--- src/logic/ubu_pkg.sv ---
package ubu_pkg;

    // ---------------------------------------------------------------
    // Register byte addresses
    // ---------------------------------------------------------------
    localparam logic [31:0] ADDR_BREAK_CONTROL  = 32'hffffff78;
    localparam logic [31:0] ADDR_CYCLE_SELECT_B = 32'hffffff68;
    localparam logic [31:0] ADDR_CYCLE_SELECT_A = 32'hffffff48;
    localparam logic [31:0] ADDR_ADDRESS_A      = 32'hffffff40;
    localparam logic [31:0] ADDR_ADDRESS_MASK_A = 32'hffffff44;
    localparam logic [31:0] ADDR_ADDRESS_B      = 32'hffffff60;
    localparam logic [31:0] ADDR_ADDRESS_MASK_B = 32'hffffff64;
    localparam logic [31:0] ADDR_DATA_B         = 32'hffffff70;
    localparam logic [31:0] ADDR_DATA_MASK_B    = 32'hffffff74;

    // ---------------------------------------------------------------
    // Break control fields
    // ---------------------------------------------------------------
    localparam int BIT_CORE_FLAG_A   = 15;
    localparam int BIT_PERIPH_FLAG_A = 14;
    localparam int BIT_EXT_BREAK_EN  = 13;
    localparam int BIT_MODE          = 12;
    localparam int BIT_TIMING_A      = 10;
    localparam int BIT_CORE_FLAG_B   = 7;
    localparam int BIT_PERIPH_FLAG_B = 6;
    localparam int BIT_CHAIN         = 4;
    localparam int BIT_DATA_CMP_B    = 3;
    localparam int BIT_TIMING_B      = 2;
    localparam logic [15:0] CTRL_WR_MASK  = 16'h341c;
    localparam logic [15:0] CTRL_RESET    = 16'h0000;

    // ---------------------------------------------------------------
    // Cycle select fields
    // ---------------------------------------------------------------
    localparam int SEL_CLASS_LSB = 6;
    localparam int SEL_FETCH_LSB = 4;
    localparam int SEL_RW_LSB    = 2;
    localparam int SEL_SIZE_LSB  = 0;
    localparam logic [15:0] SEL_WR_MASK = 16'h00ff;
    localparam logic [15:0] SEL_RESET   = 16'h0000;
    localparam logic [1:0]  SIZE_ANY    = 2'h0;

    // ---------------------------------------------------------------
    // AHB codes
    // ---------------------------------------------------------------
    localparam logic [1:0] HTRANS_NONSEQ = 2'h2;
    localparam logic       HRESP_OKAY    = 1'h0;

    // One observed bus cycle; size 1 byte, 2 word, 3 longword
    typedef struct packed {
        logic        valid;
        logic [31:0] addr;
        logic [31:0] data;
        logic        periph;
        logic        fetch;
        logic        write;
        logic [1:0]  size;
        logic        external;
    } ubu_cycle_t;

endpackage

--- src/logic/ubu_break_ctrl.sv ---
`timescale 1ns/10ps
`default_nettype none
// Behaviour
// Class field: none, core, periph, both
// Fetch/data field: none, fetch, data, both
// Read/write field: none, read, write, both
// Size field: ignore, byte, word, longword
// Channel A core match sets flag, interrupts
// Channel A periph match sets flag, interrupts
// External cycles break only when enabled
// Mode bit: compatible at 0, extended at 1
// Channel A fetch break before/after execution
// Channel B core match sets flag, interrupts
// Channel B periph match sets flag, interrupts
// Chaining: channel B only after channel A
// Data compare on channel B when enabled
// Channel B fetch break before/after execution
// Address mask B bits drop address bits
// Data mask B bits drop data bits
// Match needs every enabled qualifier true
// Software clears flags by writing zero
module ubu_break_ctrl (
    input  wire logic              hclk,
    input  wire logic              hresetn,
    input  wire logic              hsel,
    input  wire logic [31:0]       haddr,
    input  wire logic [1:0]        htrans,
    input  wire logic              hwrite,
    input  wire logic [2:0]        hsize,
    input  wire logic [31:0]       hwdata,
    input  wire logic              hready,
    output logic                   hreadyout,
    output logic                   hresp,
    output logic [31:0]            hrdata,
    input  wire ubu_pkg::ubu_cycle_t cyc,
    output logic                   user_break_irq,
    output logic                   break_req,
    output logic                   break_after_exec
);
    import ubu_pkg::*;

    // ---------------------------------------------------------------
    // Helpers
    // ---------------------------------------------------------------
    // Two-bit select: bit0 takes the "low" kind, bit1 the "high"
    function automatic logic sel2(input logic [1:0] f, input logic hi);
        return (f[0] & ~hi) | (f[1] & hi);
    endfunction

    // Masked compare: a set mask bit drops that bit
    function automatic logic mcmp(input logic [31:0] a, input logic [31:0] b,
                                  input logic [31:0] m);
        return ((a ^ b) & ~m) == 32'h0000_0000;
    endfunction

    // Qualify class, access kind, direction and size
    function automatic logic qual(input logic [15:0] s, input ubu_cycle_t c);
        logic sz_ok;
        sz_ok = (s[SEL_SIZE_LSB +: 2] == SIZE_ANY) |
                (s[SEL_SIZE_LSB +: 2] == c.size);
        return sel2(s[SEL_CLASS_LSB +: 2], c.periph) &
               sel2(s[SEL_FETCH_LSB +: 2], ~c.fetch) &
               sel2(s[SEL_RW_LSB +: 2], c.write) & sz_ok;
    endfunction

    // ---------------------------------------------------------------
    // AHB-Lite slave
    // ---------------------------------------------------------------
    logic        dph_q;
    logic        dph_wr_q;
    logic [31:0] dph_addr_q;
    logic        take;
    logic        wr;

    assign take      = hsel & hready & (htrans == HTRANS_NONSEQ);
    assign hreadyout = 1'b1;
    assign hresp     = HRESP_OKAY;
    assign wr        = dph_q & dph_wr_q;

    always_ff @(posedge hclk or negedge hresetn) begin
        if (!hresetn) begin
            dph_q      <= 1'b0;
            dph_wr_q   <= 1'b0;
            dph_addr_q <= 32'h0000_0000;
        end else if (hready) begin
            dph_q      <= take;
            dph_wr_q   <= hwrite;
            dph_addr_q <= haddr;
        end
    end

    // ---------------------------------------------------------------
    // Configuration registers
    // ---------------------------------------------------------------
    logic [15:0] sel_a_q;
    logic [15:0] sel_b_q;
    logic [31:0] addr_a_q;
    logic [31:0] amask_a_q;
    logic [31:0] addr_b_q;
    logic [31:0] amask_b_q;
    logic [31:0] data_b_q;
    logic [31:0] dmask_b_q;
    logic [15:0] ctl_q;

    always_ff @(posedge hclk or negedge hresetn) begin
        if (!hresetn) begin
            sel_a_q   <= SEL_RESET;
            sel_b_q   <= SEL_RESET;
            addr_a_q  <= 32'h0000_0000;
            amask_a_q <= 32'h0000_0000;
            addr_b_q  <= 32'h0000_0000;
            amask_b_q <= 32'h0000_0000;
            data_b_q  <= 32'h0000_0000;
            dmask_b_q <= 32'h0000_0000;
        end else if (wr) begin
            case (dph_addr_q)
                ADDR_CYCLE_SELECT_A: sel_a_q   <= hwdata[15:0] & SEL_WR_MASK;
                ADDR_CYCLE_SELECT_B: sel_b_q   <= hwdata[15:0] & SEL_WR_MASK;
                ADDR_ADDRESS_A:      addr_a_q  <= hwdata;
                ADDR_ADDRESS_MASK_A: amask_a_q <= hwdata;
                ADDR_ADDRESS_B:      addr_b_q  <= hwdata;
                ADDR_ADDRESS_MASK_B: amask_b_q <= hwdata;
                ADDR_DATA_B:         data_b_q  <= hwdata;
                ADDR_DATA_MASK_B:    dmask_b_q <= hwdata;
                default: begin
                end
            endcase
        end
    end

    // Control bits only; flags live in their own process
    logic ctl_wr;
    assign ctl_wr = wr & (dph_addr_q == ADDR_BREAK_CONTROL);

    always_ff @(posedge hclk or negedge hresetn) begin
        if (!hresetn) begin
            ctl_q <= CTRL_RESET;
        end else if (ctl_wr) begin
            ctl_q <= hwdata[15:0] & CTRL_WR_MASK;
        end
    end

    logic ext_en;
    logic ext_mode;
    logic chain_eff;
    logic dcmp_eff;

    // external cycle gate
    assign ext_en   = ctl_q[BIT_EXT_BREAK_EN];
    // compatible mode drops extended features
    assign ext_mode = ctl_q[BIT_MODE];
    // Chaining and data compare exist only in extended mode
    assign chain_eff = ext_mode & ctl_q[BIT_CHAIN];
    assign dcmp_eff  = ext_mode & ctl_q[BIT_DATA_CMP_B];

    // ---------------------------------------------------------------
    // Match logic
    // ---------------------------------------------------------------
    logic ext_ok;
    logic hit_a;
    logic hit_b;
    logic armed_q;

    // external cycles need the enable
    assign ext_ok = cyc.valid & (~cyc.external | ext_en);

    // all qualifiers
    assign hit_a = ext_ok & qual(sel_a_q, cyc) &
                   mcmp(cyc.addr, addr_a_q, amask_a_q);

    // chain gate and data compare
    assign hit_b = ext_ok & qual(sel_b_q, cyc) &
                   mcmp(cyc.addr, addr_b_q, amask_b_q) &
                   (~dcmp_eff | mcmp(cyc.data, data_b_q, dmask_b_q)) &
                   (~chain_eff | armed_q);

    // channel A arms channel B
    always_ff @(posedge hclk or negedge hresetn) begin
        if (!hresetn) begin
            armed_q <= 1'b0;
        end else if (!chain_eff || hit_b) begin
            armed_q <= 1'b0;
        end else if (hit_a) begin
            armed_q <= 1'b1;
        end
    end

    // ---------------------------------------------------------------
    // Match flags
    // ---------------------------------------------------------------
    logic [3:0] flag_q;
    logic [3:0] flag_set;
    logic [3:0] flag_clr;

    // Order: core A, periph A, core B, periph B
    assign flag_set = {hit_a & ~cyc.periph, hit_a & cyc.periph,
                       hit_b & ~cyc.periph, hit_b & cyc.periph};
    assign flag_clr = {4{ctl_wr}} &
                      ~{hwdata[BIT_CORE_FLAG_A], hwdata[BIT_PERIPH_FLAG_A],
                        hwdata[BIT_CORE_FLAG_B], hwdata[BIT_PERIPH_FLAG_B]};

    // set wins over clear
    always_ff @(posedge hclk or negedge hresetn) begin
        if (!hresetn) begin
            flag_q <= 4'h0;
        end else begin
            flag_q <= flag_set | (flag_q & ~flag_clr);
        end
    end

    // Level request; stays up until software clears all flags
    assign user_break_irq = |flag_q;

    // ---------------------------------------------------------------
    // Break request and fetch timing
    // ---------------------------------------------------------------
    // channel A timing wins on a shared fetch hit
    always_ff @(posedge hclk or negedge hresetn) begin
        if (!hresetn) begin
            break_req        <= 1'b0;
            break_after_exec <= 1'b0;
        end else begin
            break_req <= hit_a | hit_b;
            if (hit_a && cyc.fetch) begin
                break_after_exec <= ctl_q[BIT_TIMING_A];
            end else if (hit_b && cyc.fetch) begin
                break_after_exec <= ctl_q[BIT_TIMING_B];
            end else if (hit_a || hit_b) begin
                break_after_exec <= 1'b0;
            end
        end
    end

    // ---------------------------------------------------------------
    // Read mux
    // ---------------------------------------------------------------
    // Reads in the data phase see stored flops, so a read right after
    // a write to the same register already shows the new value
    logic [15:0] ctl_view;
    always_comb begin
        ctl_view = ctl_q;
        ctl_view[BIT_CORE_FLAG_A]   = flag_q[3];
        ctl_view[BIT_PERIPH_FLAG_A] = flag_q[2];
        ctl_view[BIT_CORE_FLAG_B]   = flag_q[1];
        ctl_view[BIT_PERIPH_FLAG_B] = flag_q[0];
        hrdata = 32'h0000_0000;
        if (dph_q && !dph_wr_q) begin
            case (dph_addr_q)
                ADDR_BREAK_CONTROL:  hrdata = {16'h0000, ctl_view};
                ADDR_CYCLE_SELECT_A: hrdata = {16'h0000, sel_a_q};
                ADDR_CYCLE_SELECT_B: hrdata = {16'h0000, sel_b_q};
                ADDR_ADDRESS_A:      hrdata = addr_a_q;
                ADDR_ADDRESS_MASK_A: hrdata = amask_a_q;
                ADDR_ADDRESS_B:      hrdata = addr_b_q;
                ADDR_ADDRESS_MASK_B: hrdata = amask_b_q;
                ADDR_DATA_B:         hrdata = data_b_q;
                ADDR_DATA_MASK_B:    hrdata = dmask_b_q;
                default:             hrdata = 32'h0000_0000;
            endcase
        end
    end
endmodule
`default_nettype wire

--- config.mk ---
export PLATFORM = sky130hd
export DESIGN_NAME = ubu_break_ctrl
export DESIGN_NICKNAME = d
export VERILOG_FILES = /design/src/logic/ubu_pkg.sv /design/src/logic/ubu_break_ctrl.sv
export SDC_FILE = /design/constraint.sdc
export NUM_CORES = 1
export LEC_CHECK = 0
export BUFFER_PORTS_ARGS = -buffer_cell sky130_fd_sc_hd__buf_2
export CAP_MARGIN = 30
export CORE_AREA = 2 2 166 136
export CTS_CLUSTER_DIAMETER = 120
export DETAILED_ROUTE_END_ITERATION = 10
export DIE_AREA = 0 0 168 138
export PLACE_DENSITY_LB_ADDON = 0.12
export SYNTH_ARGS = -nofsm -noshare
export SYNTH_HDL_FRONTEND = slang
export SYNTH_SLANG_ARGS = --single-unit
export TNS_END_PERCENT = 1
--- constraint.sdc ---
create_clock -name hclk -period 3 [get_ports hclk]
set_input_delay 0.6 -clock hclk [delete_from_list [all_inputs] [get_ports hclk]]
set_output_delay 0.6 -clock hclk [all_outputs]
set_load 0.005 [all_outputs]
# == Word level (Yosys, flattened, before mapping) ==
# Index checks and enable logic that the tools add are counted.
# totals
ff_bits,255
# op_classes
n_eq_ne,12
n_reduce_logical,23
bitwise_logic,67
n_mux,7
# ops
operator,count
$eq 32x32->1 const B,9
$pmux 32 s9,1
$and 32x32->32,3
$logic_not 32->1,3
$not 32->32,3
$xor 32x32->32,3
$and 1x1->1,35
$mux 32,1
$reduce_and 2->1,8
$or 1x1->1,12
$and 4x4->4,2
$not 4->4,2
$not 1->1,6
$mux 1,5
$eq 2x2->1,2
$logic_not 2->1,2
$or 4x4->4,1
$reduce_or 4->1,1
$logic_and 1x1->1,3
$reduce_bool 3->1,1
$eq 2x2->1 const B,1
$logic_not 1->1,2
$logic_or 1x1->1,2
$reduce_bool 2->1,1

# == Longest topological paths before layout ==
# depth
depth_word,14
ltp_mapped,9

# == Least setup slack after synthesis ==
# OpenSTA, ideal clock, no wires.
# synth_timing
path_kind,register to output
startpoint,register dph_addr_q[28]
endpoint,output hrdata[1]
t_arrival_ps,1981
path_slack_ps,419
stages_incl_launch_ff,9
n_path_buf,2
cell_sequence,dfrtp_1 -> nand4_1 -> nor4_2 -> nand2_2 -> buf_4 -> nor3_2 -> buf_2 -> a222oi_1 -> a31oi_1
# synth_via
elab_chain_len,3
elab_cells_between_ends,11
cone_classes,eq/ne: 9; mux: 2
# synth_rtl
item,line_no,source
start: declaration,ubu_break_ctrl.sv:71,logic [31:0] dph_addr_q;
start signal: assignment,ubu_break_ctrl.sv:88,dph_addr_q <= haddr;
$eq 32x32->1,ubu_break_ctrl.sv:248,case (dph_addr_q)
$pmux 32 s9 *,ubu_break_ctrl.sv:248,
$mux 32 *,ubu_break_ctrl.sv:247,if (dph_q && !dph_wr_q) begin
end: declaration,ubu_break_ctrl.sv:34,"output logic [31:0] hrdata,"
# Mark *: on every way between the ends. The rest lies on a longest branch, timed or not.

# == Worst setup path in the final report ==
# layout_timing
startpoint,register dph_addr_q[3]
endpoint,output hrdata[5]
# Same word-level chain as after synthesis.

==> qor.yml <==
die:
  initial_core_util_pct: 56.6
  io_pins: 182
  core-area_mm2: 0.0218
  die-area_mm2: 0.0232
  die_h_um: 138
  die_w_um: 168
  rows: 49
synthesis:
  seq_area_frac_synth_pct: 51.8
  ys_top_cells_by_area: "dfrtp_1, mux2_2, mux2_1"
  syn_nets: 1105
  synth_cell_types: 45
  ys_seq_elements: 255
  syn_area_mm2: 0.0123
  async_flop_share_pct: 100
  yosys_warnings: 0
  synth.top_cells.by_count: "dfrtp_1, mux2_2, mux2_1, xnor2_1, nand2_1"
  synth.most_common_cell: "dfrtp_1"
  synthCells: 960
  ys.flop_type: "dfrtp_1"
  synth_top_area_cell: "dfrtp_1"
  synth_top_area_share_pct: 51.8
  synth_edf_count: 0
  synth.avg_cell_area_um2: 12.8
clock_network:
  ctsHoldBuffers: 0
  path_clk_slew_ps: 60
  h-tree-depth: 1
  clock-sinks: 255
  cts_buffers: 26
  cts_tree: "built"
  cts_buffer_depth: 3
  insertion_delay_ps: 540
  clockRootBuffer: "clkbuf_16"
sta:
  slew-limit-headroom_pct: 50.4
  post-route-period-util_pct: 111
  finalHoldWorstSlack_ps: 1.33
  tns_ps: -8620
  worst_pin_slew_ps: 744
  finalWorstSetupSlack_ps: -326
  layout_min_cycle_time_ps: 3330
  slew_violations: 0
  setup_violations: 32
  rsz0062_at_grt: "yes"
  fmax_ghz: 0.301
  finClkSkew_ps: 9.36
  hold_viol: 0
worst_setup_path:
  r2r_slack_ps: 310
  reg2reg_to: "dmask_b_q[11]$_DFFE_PN0P_"
  reg2regPathDepth: 8
  path_class: "flop to primary output"
  r2r-start: "dph_addr_q[3]$_DFFE_PN0P_"
  cp-start-kind: "flop"
  startpoint: "dph_addr_q[3]$_DFFE_PN0P_"
  arrival_ps: 2730
  endpoint: "hrdata[5]"
  worstPathMaxFanout: 17
  cp_data_required_time_ps: 2400
  critPathCaptureType: "primary output"
detailed_routing:
  vias: 9493
  wl_um: 38400
  final_antenna_net_count: 0
  drc: 0
  wl_per_cell_um: 26.2
  vias_per_cell: 6.47
  drt_pass1_iterations: 8
  drtIter0Drc: 1084
grt:
  grt_pass1_wl_um: 59000
  grt_max_degree: 61
  overflow: 0
  antenna_found_initial: 0
  track_usage_pct: 33.5
  grt_pass1_vias: 9754
power_and_ir_drop:
  peakVddDrop_mv: 0.478
  p_per_area_mw_per_mm2: 511
  p_leak_uw: 0.00660
place:
  placedCellCount: 1401
  gp_congestion: 0.895
  place_ws_ps: 95.0
  port_buffers: 176
  dpl-instance-area_mm2: 0.0138
  dp_hpwl_um: 25000
flow_run:
  max-cap-violations: 0
cells_and_area:
  diodes: 0
  final_area_mm2: 0.0151
  area_delta_synth_final_pct: 23.0
  stdcell_count: 1468
  fill_cells: 1623
  drive_above_1_share_pct: 37.5
  final_nets: 1315
run_status:
  violations: "negative setup slack"
  status: "complete, but fails checks"
worst_hold_path:
  min_path_type: "input pin to asynchronous set/reset pin"
-- cell families after synthesis --
family                 Yosys count  synth area share (%)
buffers and inverters           57                  2.23
XOR/XNOR                        96                  6.83
AO/OA/AOI/OAI                  177                  10.7
other                            2                0.0610
flip-flops                     255                  51.8
multiplexers                   247                  22.5
AND/OR/NAND/NOR                126                  5.86
-- placed cells by master (no fill, tap or decap), drive strengths merged, types with 4 or more instances in the layout --
cell and instances:
a222oi 40, a22o 6, a22oi 32, a31oi 32, and2 6, buf 233
clkbuf 34, clkinv 8, dfrtp 255, inv 5, mux2 243, mux2i 4
nand2 56, nand4 8, nor2 11, nor3 15, nor4 11, o21ai 11
o22ai 45, or4 4, xnor2 96
-- per-layer routing --
layer  wire, µm  vias to the layer above  track usage, %  part of all wire (%)
met5          0                        -               0                     0
met4       1310                        0            11.2                   3.4
met3       3500                       94            5.98                   9.1
met2      17300                      526            52.3                    45
met1      16300                     4800            47.9                    42
li1           -                     4073               -                     -
-- worst min path at each step --
| stage | from | endpoint | slack [ps] | cells after the start |
|---|---|---|---|---|
| 6_report | hresetn | addr_b_q[6]$_DFFE_PN0P_ | 1 | 1 |
| 3_3_place_gp | dph_addr_q[31]$_DFFE_PN0P_ | dph_addr_q[31]$_DFFE_PN0P_ | 490 | 1 |
| 3_5_place_dp | ctl_q[4]$_DFFE_PN0N_ | ctl_q[4]$_DFFE_PN0N_ | 500 | 2 |
| 4_1_cts | hresetn | amask_b_q[4]$_DFFE_PN0P_ | 20 | 1 |
| 2_1_floorplan | hresetn | addr_a_q[0]$_DFFE_PN0P_ | 300 | 0 |
| 5_1_grt | hresetn | addr_b_q[6]$_DFFE_PN0P_ | 30 | 1 |
-- state kept, by name, indices dropped and copies added (netlist names) --
name              count
dph_wr_q              1
dmask_b_q            32
dph_addr_q           32
amask_b_q            32
addr_b_q             32
ctl_q                 6
flag_q                4
addr_a_q             32
sel_a_q               8
break_req             1
armed_q               1
dph_q                 1
data_b_q             32
sel_b_q               8
amask_a_q            32
break_after_exec      1
-- power breakdown --
group	switching (µW)	total, µW	leakage, µW	internal, µW
clock network	1380	3390	0.000445	2020
registers	116	3690	0.00316	3570
logic	346	651	0.00300	305
-- through the flow --
stage	total power, µW	utilization (%)
after floorplan	4030	-
after global placement	4370	63.2
after global routing	7970	69.6
after CTS	7760	68.9
after detailed placement	4390	63.2
final	7730	69.6
-- repair_timing --
action | in CTS | in global routing
pin swaps | 18 | 11
setup endpoints to repair | 32 | 32
buffers inserted | 7 | 9
cloned | 5 | 0
resized for setup | 31 | 2
-- cell type report --
cell class / instances / area, µm² / share of cell area (%)
clock inverter: 12 / 141 / 0.933
sequential: 255 / 6380 / 42.1
tap: 280 / 350 / 2.31
inverter: 5 / 18.8 / 0.124
timing repair buffer: 234 / 1670 / 11.0
multi-input combinational: 648 / 5840 / 38.5
clock buffer: 34 / 752 / 4.96
-- worst max-delay path, stage by stage, from the launching register on --
cell and delay [ps]:
dfrtp_1 400, or4b_4 550, buf_6 160, nor3_4 200, buf_6 140, buf_12 160
a222oi_1 130, a31oi_2 270, buf_2 160
Power figures use the tool's default switching activity.
